===== config.mk =====
export PLATFORM = sky130hd
export DESIGN_NAME = smc_top
export DESIGN_NICKNAME = d
export VERILOG_FILES = /design/src/smc_pkg.sv /design/src/smc_chan.sv /design/src/smc_top.sv
export VERILOG_INCLUDE_DIRS = /design/src /design/src/src
export SDC_FILE = /design/constraint.sdc
export NUM_CORES = 2
export LEC_CHECK = 0
export BUFFER_PORTS_ARGS = -buffer_cell sky130_fd_sc_hd__clkbuf_2
export CORE_AREA = 2 2 426 428
export CTS_CLUSTER_DIAMETER = 150
export DETAILED_ROUTE_END_ITERATION = 10
export DIE_AREA = 0 0 428 430
export SLEW_MARGIN = 20
export SYNTH_ARGS = -nofsm -noshare
export SYNTH_HDL_FRONTEND = slang
export SYNTH_SLANG_ARGS = --single-unit

===== constraint.sdc =====
create_clock -name pclk -period 8.1 [get_ports pclk]
set_input_delay 2.025 -clock pclk [delete_from_list [all_inputs] [get_ports pclk]]
set_output_delay 2.025 -clock pclk [all_outputs]
set_load 0.01 [all_outputs]

===== src/smc_defs.svh =====
// Constants for the supply monitor channel block.
`ifndef SMC_DEFS_SVH
`define SMC_DEFS_SVH

// ==========================================================================
// Clock and channel count
`define SMC_CLK_MHZ 125
`define SMC_NCH 7
`define SMC_LVL_W 8

// ==========================================================================
// Register indices (byte address is four times the index)
`define SMC_IDX_BASE 10'h0A0
`define SMC_IDX_STATUS 10'h0D8
`define SMC_NFLD 3'h5
`define SMC_FLD_OVTH 3'h0
`define SMC_FLD_OVHY 3'h1
`define SMC_FLD_UVTH 3'h2
`define SMC_FLD_UVHY 3'h3
`define SMC_FLD_SEL 3'h4

// ==========================================================================
// Reset values
`define SMC_RST_OVTH 8'hFF
`define SMC_RST_HYST 5'h00
`define SMC_RST_UVTH 8'h00
`define SMC_RST_SEL 8'h00

// ==========================================================================
// Select register fields
`define SMC_SEL_POL 7
`define SMC_SEL_GF 6:4
`define SMC_SEL_RNG 3:2
`define SMC_SEL_TYPE 1:0
`define SMC_TYPE_UV 2'h0
`define SMC_TYPE_OV 2'h1
`define SMC_RNGF_MID 2'h0
`define SMC_RNGF_ALT 2'h1
`define SMC_RNGF_ULOW 2'h2

// ==========================================================================
// Glitch filter delays in microseconds, one per code
`define SMC_GF_US0 0
`define SMC_GF_US1 5
`define SMC_GF_US2 10
`define SMC_GF_US3 20
`define SMC_GF_US4 30
`define SMC_GF_US5 50
`define SMC_GF_US6 75
`define SMC_GF_US7 100
`define SMC_GF_CW 20

`endif


===== src/smc_pkg.sv =====
// Types shared by the supply monitor channel block.
package smc_pkg;

  // ========================================================================
  // Detection ranges driven to the analog divider
  typedef enum logic [2:0] {
    SMC_RNG_ULOW, SMC_RNG_LOW, SMC_RNG_MID, SMC_RNG_HIGH, SMC_RNG_NEG
  } smc_range_t;

  typedef enum logic [1:0] {SMC_KIND_HV, SMC_KIND_BIP, SMC_KIND_POS} smc_kind_t;

  // ========================================================================
  // Per-channel configuration and status
  typedef struct packed {
    logic [7:0] ovth;
    logic [4:0] ovhy;
    logic [7:0] uvth;
    logic [4:0] uvhy;
    logic [7:0] sel;
  } smc_cfg_t;

  typedef struct packed {
    logic uv;
    logic ov;
    logic fault;
  } smc_stat_t;

  typedef struct packed {
    logic hit;
    logic stat;
    logic [2:0] ch;
    logic [2:0] fld;
  } smc_dec_t;

endpackage


===== src/smc_chan.sv =====
// One supply monitor channel: comparison, hysteresis, fault type, filter.
`timescale 1ns/1ps
`include "smc_defs.svh"

module smc_chan #(
  parameter smc_pkg::smc_kind_t KIND = smc_pkg::SMC_KIND_POS,
  parameter int unsigned CYC_PER_US = `SMC_CLK_MHZ
) (
  // Clock, reset and enable
  input wire logic pclk,
  input wire logic presetn,
  input wire logic ce,
  // Configuration and synchronised level code
  input smc_pkg::smc_cfg_t cfg,
  input wire logic [`SMC_LVL_W-1:0] level,
  // Results
  output smc_pkg::smc_stat_t stat_q,
  output smc_pkg::smc_range_t range_q
);
  import smc_pkg::*;

  // ========================================================================
  // Helpers
  function automatic logic [7:0] sat_add(input logic [7:0] a,
                                         input logic [4:0] b);
    logic [8:0] s;
    s = {1'b0, a} + {4'h0, b};
    return s[8] ? 8'hFF : s[7:0];
  endfunction

  function automatic logic [7:0] sat_sub(input logic [7:0] a,
                                         input logic [4:0] b);
    logic [8:0] s;
    s = {1'b0, a} - {4'h0, b};
    return s[8] ? 8'h00 : s[7:0];
  endfunction

  function automatic int unsigned gf_us(input logic [2:0] code);
    unique case (code)
      3'h0: return `SMC_GF_US0;
      3'h1: return `SMC_GF_US1;
      3'h2: return `SMC_GF_US2;
      3'h3: return `SMC_GF_US3;
      3'h4: return `SMC_GF_US4;
      3'h5: return `SMC_GF_US5;
      3'h6: return `SMC_GF_US6;
      3'h7: return `SMC_GF_US7;
    endcase
  endfunction

  function automatic smc_range_t map_range(input logic [7:0] sel);
    if (KIND == SMC_KIND_BIP && sel[`SMC_SEL_POL]) begin
      return SMC_RNG_NEG;
    end
    unique case (sel[`SMC_SEL_RNG])
      `SMC_RNGF_ALT: return (KIND == SMC_KIND_HV) ? SMC_RNG_HIGH : SMC_RNG_LOW;
      `SMC_RNGF_ULOW: return (KIND == SMC_KIND_POS) ? SMC_RNG_ULOW : SMC_RNG_MID;
      default: return SMC_RNG_MID;
    endcase
  endfunction

  // ========================================================================
  // Comparators with hysteresis
  logic uv_q;
  logic ov_q;
  logic filt_q;
  logic [7:0] uv_eff;
  logic [7:0] ov_eff;
  logic raw;
  logic [`SMC_GF_CW-1:0] cnt_q;
  logic [`SMC_GF_CW-1:0] n_cyc;

  // Hysteresis moves the threshold only while the fault is active.
  assign uv_eff = uv_q ? sat_add(cfg.uvth, cfg.uvhy) : cfg.uvth;
  assign ov_eff = ov_q ? sat_sub(cfg.ovth, cfg.ovhy) : cfg.ovth;

  always_ff @(posedge pclk or negedge presetn) begin
    if (!presetn) begin
      uv_q <= 1'b0;
    end else if (ce) begin
      uv_q <= level < uv_eff;
    end
  end

  always_ff @(posedge pclk or negedge presetn) begin
    if (!presetn) begin
      ov_q <= 1'b0;
    end else if (ce) begin
      ov_q <= level > ov_eff;
    end
  end

  // One fault type drives the single fault result.
  always_comb begin
    unique case (cfg.sel[`SMC_SEL_TYPE])
      `SMC_TYPE_UV: raw = uv_q;
      `SMC_TYPE_OV: raw = ov_q;
      default: raw = uv_q | ov_q;
    endcase
  end

  // ========================================================================
  // Glitch filter; a zero delay still costs the output register's cycle.
  assign n_cyc = `SMC_GF_CW'(gf_us(cfg.sel[`SMC_SEL_GF]) * CYC_PER_US);

  always_ff @(posedge pclk or negedge presetn) begin
    if (!presetn) begin
      cnt_q <= '0;
      filt_q <= 1'b0;
    end else if (ce) begin
      if (raw == filt_q) begin
        cnt_q <= '0;
      end else if (cnt_q + 1'b1 >= n_cyc) begin
        cnt_q <= '0;
        filt_q <= raw;
      end else begin
        cnt_q <= cnt_q + 1'b1;
      end
    end
  end

  always_ff @(posedge pclk or negedge presetn) begin
    if (!presetn) begin
      range_q <= SMC_RNG_MID;
    end else if (ce) begin
      range_q <= map_range(cfg.sel);
    end
  end

  assign stat_q = '{uv: uv_q, ov: ov_q, fault: filt_q};
endmodule // smc_chan


===== src/smc_top.sv =====
// Seven supply monitor channels with APB configuration registers.
//
// Function
// - Seven independent channels: one high-voltage, two bipolar, four positive.
// - Each channel has exactly one fault output of one selected type; the block also outputs each channel's unfiltered UV and OV flags.
// - Supply below UV threshold sets UV; above OV threshold sets OV.
// - Each channel holds 8-bit UV and OV threshold codes.
// - Every range spans from one third of its top to its top.
// - Range choices depend on the channel kind.
// - Hysteresis settings are separate, five bits wide, upper bits unused.
// - Active UV clears only above threshold plus UV hysteresis.
// - Active OV clears only below threshold minus OV hysteresis.
// - Hysteresis counts in the same code steps as the threshold.
// - Bipolar select bit 7 picks positive or negative input.
// - Negative mode allows only the minus six to minus two range.
// - Select bits 1:0 pick UV, OV or out-of-window fault.
// - The last stage is a glitch filter of up to 100 us.
// - Changes shorter than the timeout never reach the output.
// - Longer changes pass, delayed by exactly the timeout.
// - Host sets thresholds, hysteresis, filter and type per channel.
// - OV thresholds reset to 0xFF, all other settings to zero.
// - Select bits 6:4 set filter delay; zero none, one gives 5 us.
//
// Decided for this implementation: the APB slave port and the address map.
`timescale 1ns/1ps
`include "smc_defs.svh"

module smc_top #(
  parameter int unsigned CYC_PER_US = `SMC_CLK_MHZ
) (
  // Clock, reset and enable
  input wire logic pclk,
  input wire logic presetn,
  input wire logic ce,
  // APB slave
  input wire logic psel,
  input wire logic penable,
  input wire logic pwrite,
  input wire logic [11:0] paddr,
  input wire logic [31:0] pwdata,
  output logic [31:0] prdata,
  output logic pready,
  output logic pslverr,
  // Digitised supply level codes, one per channel, from the analog side
  input wire logic [`SMC_NCH-1:0][`SMC_LVL_W-1:0] level_i,
  // Channel results
  output smc_pkg::smc_stat_t [`SMC_NCH-1:0] stat_q,
  output smc_pkg::smc_range_t [`SMC_NCH-1:0] range_q
);
  import smc_pkg::*;

  // ========================================================================
  // Helpers
  localparam smc_cfg_t RST_CFG = '{
    ovth: `SMC_RST_OVTH, ovhy: `SMC_RST_HYST, uvth: `SMC_RST_UVTH,
    uvhy: `SMC_RST_HYST, sel: `SMC_RST_SEL};

  function automatic smc_dec_t decode(input logic [9:0] idx);
    smc_dec_t d;
    logic [9:0] rel;
    d = '0;
    rel = idx - `SMC_IDX_BASE;
    d.stat = (idx == `SMC_IDX_STATUS);
    if (idx >= `SMC_IDX_BASE && rel[9:3] < 7'(`SMC_NCH) &&
        rel[2:0] < `SMC_NFLD) begin
      d.hit = 1'b1;
      d.ch = rel[5:3];
      d.fld = rel[2:0];
    end
    return d;
  endfunction

  // Hysteresis fields read back with their unused upper bits as zero.
  function automatic logic [31:0] rd_cfg(input smc_cfg_t c,
                                         input logic [2:0] fld);
    unique case (fld)
      `SMC_FLD_OVTH: return {24'h000000, c.ovth};
      `SMC_FLD_OVHY: return {27'h0000000, c.ovhy};
      `SMC_FLD_UVTH: return {24'h000000, c.uvth};
      `SMC_FLD_UVHY: return {27'h0000000, c.uvhy};
      default: return {24'h000000, c.sel};
    endcase
  endfunction

  // ========================================================================
  // APB decode
  smc_cfg_t [`SMC_NCH-1:0] cfg_q;
  smc_dec_t dec;
  logic setup;
  logic wr_en;
  logic pready_q;
  logic pslverr_q;
  logic [31:0] prdata_q;
  logic any_wr_q;

  assign dec = decode(paddr[11:2]);
  assign setup = psel && !penable && !pready_q;
  // A write lands at the access edge; the status word is read-only.
  assign wr_en = psel && penable && pready_q && pwrite && dec.hit;

  // Every access takes one wait-free access cycle after its setup cycle.
  always_ff @(posedge pclk or negedge presetn) begin
    if (!presetn) begin
      pready_q <= 1'b0;
    end else if (ce) begin
      pready_q <= setup;
    end
  end

  always_ff @(posedge pclk or negedge presetn) begin
    if (!presetn) begin
      pslverr_q <= 1'b0;
    end else if (ce) begin
      pslverr_q <= setup && !dec.hit && !dec.stat;
    end
  end

  always_ff @(posedge pclk or negedge presetn) begin
    if (!presetn) begin
      prdata_q <= 32'h00000000;
    end else if (ce && setup) begin
      if (pwrite || !(dec.hit || dec.stat)) begin
        prdata_q <= 32'h00000000;
      end else if (dec.stat) begin
        prdata_q <= {11'h000, stat_fault(), stat_ov(), stat_uv()};
      end else begin
        prdata_q <= rd_cfg(cfg_q[dec.ch], dec.fld);
      end
    end
  end

  assign pready = pready_q;
  assign pslverr = pslverr_q;
  assign prdata = prdata_q;

  function automatic logic [`SMC_NCH-1:0] stat_fault();
    logic [`SMC_NCH-1:0] v;
    v = '0;
    for (int i = 0; i < `SMC_NCH; i++) begin
      v[i] = stat_q[i].fault;
    end
    return v;
  endfunction

  function automatic logic [`SMC_NCH-1:0] stat_ov();
    logic [`SMC_NCH-1:0] v;
    v = '0;
    for (int i = 0; i < `SMC_NCH; i++) begin
      v[i] = stat_q[i].ov;
    end
    return v;
  endfunction

  function automatic logic [`SMC_NCH-1:0] stat_uv();
    logic [`SMC_NCH-1:0] v;
    v = '0;
    for (int i = 0; i < `SMC_NCH; i++) begin
      v[i] = stat_q[i].uv;
    end
    return v;
  endfunction

  // ========================================================================
  // Configuration registers
  always_ff @(posedge pclk or negedge presetn) begin
    if (!presetn) begin
      for (int i = 0; i < `SMC_NCH; i++) begin
        cfg_q[i] <= RST_CFG;
      end
    end else if (ce && wr_en) begin
      unique case (dec.fld)
        `SMC_FLD_OVTH: cfg_q[dec.ch].ovth <= pwdata[7:0];
        `SMC_FLD_OVHY: cfg_q[dec.ch].ovhy <= pwdata[4:0];
        `SMC_FLD_UVTH: cfg_q[dec.ch].uvth <= pwdata[7:0];
        `SMC_FLD_UVHY: cfg_q[dec.ch].uvhy <= pwdata[4:0];
        default: cfg_q[dec.ch].sel <= pwdata[7:0];
      endcase
    end
  end

  always_ff @(posedge pclk or negedge presetn) begin
    if (!presetn) begin
      any_wr_q <= 1'b0;
    end else if (ce && wr_en) begin
      any_wr_q <= 1'b1;
    end
  end

  // ========================================================================
  // Level synchronisers
  // The level code comes from another domain; a code that moves during
  // sampling may be seen one step late or early, which hysteresis absorbs.
  logic [`SMC_NCH-1:0][`SMC_LVL_W-1:0] lvl_s1_q;
  logic [`SMC_NCH-1:0][`SMC_LVL_W-1:0] lvl_s2_q;

  always_ff @(posedge pclk or negedge presetn) begin
    if (!presetn) begin
      lvl_s1_q <= '0;
      lvl_s2_q <= '0;
    end else if (ce) begin
      lvl_s1_q <= level_i;
      lvl_s2_q <= lvl_s1_q;
    end
  end

  // ========================================================================
  // Channels: 0 and 1 bipolar, 2 high-voltage, 3 to 6 positive-only
  for (genvar g = 0; g < `SMC_NCH; g++) begin : g_chan
    localparam smc_kind_t KIND = (g < 2) ? SMC_KIND_BIP :
                                 (g == 2) ? SMC_KIND_HV : SMC_KIND_POS;
    smc_chan #(
      .KIND(KIND),
      .CYC_PER_US(CYC_PER_US)
    ) u_chan (
      .pclk(pclk),
      .presetn(presetn),
      .ce(ce),
      .cfg(cfg_q[g]),
      .level(lvl_s2_q[g]),
      .stat_q(stat_q[g]),
      .range_q(range_q[g])
    );
  end
endmodule // smc_top


# Word level (Yosys, flattened, before mapping)
# Memory sizes are Yosys's and may differ from the RTL's.
# Index checks and enable logic that the tools add are counted.
# word_totals
regBits	566
romBits	392
input_bits	106
output_inout_bits	76
wordCells	314
mem_count	7
# mem_list
memory	depth	width	rd	rd_ports_with_merged_regs	write_ports	line	text
(no name shown)	8	7	1	0	0	smc_chan.sv:39	unique case (code)
(no name shown)	8	7	1	0	0	smc_chan.sv:39	
(no name shown)	8	7	1	0	0	smc_chan.sv:39	
(no name shown)	8	7	1	0	0	smc_chan.sv:39	
(no name shown)	8	7	1	0	0	smc_chan.sv:39	
(no name shown)	8	7	1	0	0	smc_chan.sv:39	
+1 memories	--	--	--	--	--	--	
# classes
add_sub_neg	22
multipliers	7
magnitude_cmp	26
eq_ne	29
mux	87
bitwise	14
n_reduce_logical	35
# ops
op	count
$bwmux W238	5
$pmux W238 S4	1
$demux W34 S3	5
$mux W20	14
$mux W8	29
$mul A32 B7 Y20 const B	7
$add A20 B1 Y20 const B	7
$ge A20 B20 Y1	7
$bmux W34 S3	1
$mux W34	2
$add A8 B5 Y9	7
$mux W21	3
$sub A8 B5 Y9	7
$gt A8 B8 Y1	7
$lt A8 B8 Y1	7
$pmux W8 S4	1
$eq A2 B1 Y1 const B	14
$mux W26	1
$reduce_and A3 Y1	7
$pmux W2 S2	4
$logic_not A2 Y1	7
$pmux W1 S2	7
$logic_and A1 B1 Y1	13
$mux W13	1
20 further kinds	56

# Logic depth before layout (Yosys ltp)
# logic_depth
depth_word	11
mapped_depth	30

# By module
# Synthesis repeated with hierarchy kept, for this count alone.
# hier_totals
hier_cells	5099
hier_area_um2	46059.2
# modules_own_cells
module	n_inst	cells_per_inst	area_per_inst_um2	seq_area_each_um2
smc_top	1	1775	18328.8	9404.0
smc_chan (g_chan[4].u_chan ...)	3	484	3958.8	626.9
smc_chan (g_chan[0].u_chan ...)	2	481	4013.8	651.9
smc_chan (g_chan[2].u_chan)	1	449	3925.0	600.6
smc_chan (g_chan[3].u_chan)	1	461	3901.2	626.9

# Worst setup path before layout
# Ideal clock, no wire load.
# synth_path
path_type	reg-to-reg
from	register with a tool-made name
to	register g_chan[1].u_chan.cnt_q[10]
setup_time_ns	0.078
t_arrival_ns	6.315
required_time_ns	8.022
slack_ns	1.707
path_stages_with_launch	29
path_cell_list	dfrtp_1 -> clkbuf_1 -> inv_1 -> mux2_2 -> ha_1 -> fa_1 -> inv_1 -> fa_1 -> inv_1 -> ha_1 -> xnor2_1 -> ha_1 -> a21oi_1 -> o21ai_0 -> a211oi_1 -> nor2_1 -> or4_1 -> a31oi_1 -> o21bai_1 -> xnor2_1 -> ha_1 -> nor2b_1 -> o21ai_0 -> nand2b_1 -> or4_1 -> clkbuf_1 -> or2_1 -> buf_2 -> o2bb2ai_1
# synth_rtl
item	line	text
end signal, assigned	smc_chan.sv:117	cnt_q <= cnt_q + 1'b1;
end, declared	smc_chan.sv:70	logic [`SMC_GF_CW-1:0] cnt_q;

==> reports/qor.yml <==
status: "finished clean"
grt_usage: 0.150
drv_slew: 0
worstMarginPinSlew_ns: 1.12
grt_max_degree: 126
endpoint_kind: "flop"
root_buffer: "clkbuf_16"
multiInputGateArea_um2: 28300
avgSynthCellArea_um2: 9.09
synth_most_common_cell: "ha_1"
dr.pass1.iters: 7
max_cap_violations: 0
skew_ns: 0.0415
clkLatencyLatePin_ns: 0.70
hold_viol: 0
synth_top_cell_by_area: "dfrtp_1"
powerDensity_nw_per_um2: 145
dp_hpwl_um: 104000
synth_seq_cells: 549
port_buffers: 138
overflow: 0
postSynthCellCount: 4911
critical_path_class: "flop to flop"
initial_utilization: 0.248
seqCellArea_um2: 13800
die_w_um: 428
ant_nets: 0
wl_um: 141000
cts_setup_buffers: 0
grt_pass1_vias: 36771
syn2layout_area_growth_pct: 12.0
synth_commonest_cells: "555 x ha_1, 487 x dfrtp_1, 432 x o21ai_0"
cts_resized: 0
min_from: "g_chan[0].u_chan.range_q[1]"
timing.fmax_ghz: 0.136
cts_hold_buf: 0
vias: 36940
power.leakage_nw: 23.7
synth_warnings: 0
dieArea_um2: 184000
rows: 156
synthArstFlopShare: 1.00
ir_drop_v: 0.000125
cts_tree: "done"
core-area_um2: 180000
rsz0062_at_grt: "false"
synth_area_leaders: "dfrtp_1 27%, ha_1 16%, mux2_2 5.3%"
finalInstanceArea_um2: 50000
cp.arrival_ns: 7.91
clkSinkCount: 549
ys.flop_type: "dfrtp_1"
grt_antenna_before_repair: 13
synth.top_cell.area_share: 0.273
drtIter0Drc: 2991
clockBufferDepth: 3
seq_area_frac_synth: 0.310
h-tree-depth: 3
worstSetupStartpointType: "flop"
viasPerCell: 5.03
synth-edff-count: 0
min_period_ns: 7.36
die_height_um: 430
dpl_cell_area_um2: 47600
grt_pass1_wl_um: 217000
cts.clk_slew.worst_paths_ns: 0.06
syn_area_um2: 44600
post-route-period-util: 0.908
crit_required_ns: 8.66
pin_count: 182
slew_headroom: 0.233
cp_max_fo: 16
drc: 0
totalNegativeSetupSlack_ns: 0
cts_made_buffers: 70
min_path_type: "flop to flop"
setup_violations: 0
drive_gt1_frac: 0.128
fillers: 18929
place.gp.congestion: 0.932
wl_per_cell_um: 19.2
yosysUniqueCellTypes: 90
nets: 5647
## through the flow
step / hold slack [ns] / setup slack, ns / utilization / cells / power (mW)
2_1_floorplan: 0.449 / 1.71 / - / 4926 / 3.60
3_3_place_gp: 0.476 / 0.839 / 0.264 / 7203 / 3.93
3_5_place_dp: 0.476 / 0.707 / 0.265 / 7204 / 3.97
4_1_cts: 0.489 / 0.675 / 0.278 / 7333 / 7.35
5_1_grt: 0.514 / 0.0543 / 0.278 / 7341 / 7.58
6_report: 0.486 / 0.744 / 0.278 / 7343 / 7.25
## placed cells by master (no fill, tap or decap), types with 34 or more instances in the layout
cell type	netlist	layout
clkbuf_16	0	70
dfstp_2	62	62
fa_1	80	80
a21oi_1	284	284
nand4_1	77	77
nor3_1	67	66
nand3_1	130	130
ha_1	555	555
dfrtp_1	487	487
mux2i_1	45	45
xnor2_1	169	169
nand2_1	426	424
buf_4	41	48
o2bb2ai_1	34	34
xor2_1	94	94
nor2b_1	77	77
nor2_1	241	240
clkbuf_2	0	135
inv_1	334	333
o22ai_1	58	58
a21o_1	174	174
mux2_2	210	210
a22o_1	72	72
o21ai_0	432	432
nand2b_1	50	50
## final cells by class
type / instances / share of cell area
multi-input combinational: 3754 / 0.567
inverter: 340 / 0.0256
tap: 2370 / 0.0593
timing repair buffer: 191 / 0.0233
sequential: 549 / 0.276
clock buffer: 94 / 0.0395
clock inverter: 35 / 0.00859
antenna: 10 / 0.000501
## path summary, 6_finish.rpt
check | cells past startpoint | end | slack [ns]
max | 27 | g_chan[3].u_chan.cnt_q[13] | 0.74
max reg2reg | 27 | g_chan[3].u_chan.cnt_q[13] | 0.74
min reg2reg | 2 | g_chan[0].u_chan.range_q[1] | 0.49
max in group asynchronous | 2 | lvl_s1_q[15] | 5.33
min | 2 | g_chan[0].u_chan.range_q[1] | 0.49
min in group asynchronous | 1 | lvl_s2_q[32] | 1.34
## cells by family (layout without fill, tap and decap cells)
| logic type | count (synthesis) | in the layout | synth area share |
|---|---|---|---|
| adders and majority gates | 642 | 642 | 0.193 |
| xor gates and xnor gates | 263 | 263 | 0.0516 |
| buffers and inverters | 623 | 660 | 0.0575 |
| muxes | 255 | 255 | 0.0631 |
| DFF | 549 | 549 | 0.310 |
| other | 2 | 27 | 0.000168 |
| AOI/OAI and AO/OA | 1321 | 1321 | 0.188 |
| and+or+nand+nor | 1256 | 1256 | 0.137 |
## critical path: stages, from the launching register on
cell and delay (ns):
dfrtp_1 0.55, inv_1 0.21, nor2_1 0.09, a21oi_1 0.25, inv_1 0.15, ha_1 0.35, fa_1 0.55, inv_1 0.05
fa_1 0.51, inv_1 0.05, ha_1 0.30, xnor2_1 0.13, ha_1 0.36, a21o_1 0.18, a31o_2 0.22, a211oi_1 0.24
nor2_1 0.09, or4_1 0.44, a31oi_1 0.21, o21bai_1 0.09, xnor2_1 0.17, ha_1 0.27, a21o_1 0.16, a21oi_1 0.12
o21ai_0 0.09, nor3_1 0.31, nand4_1 0.68, o2bb2ai_1 0.40
## layer usage
metal,track usage,part of all wire
met1,0.178,0.40
met2,0.256,0.48
met3,0.0259,0.061
met4,0.0837,0.056
met5,0,0.00011
## where the power goes
group	leakage (nW)	internal [mW]	total, mW	switching [mW]
combinational	15.4	0.339	0.891	0.552
sequential	7.13	2.86	3.02	0.166
clock	1.16	1.93	3.34	1.41
Power figures use the tool's default switching activity.
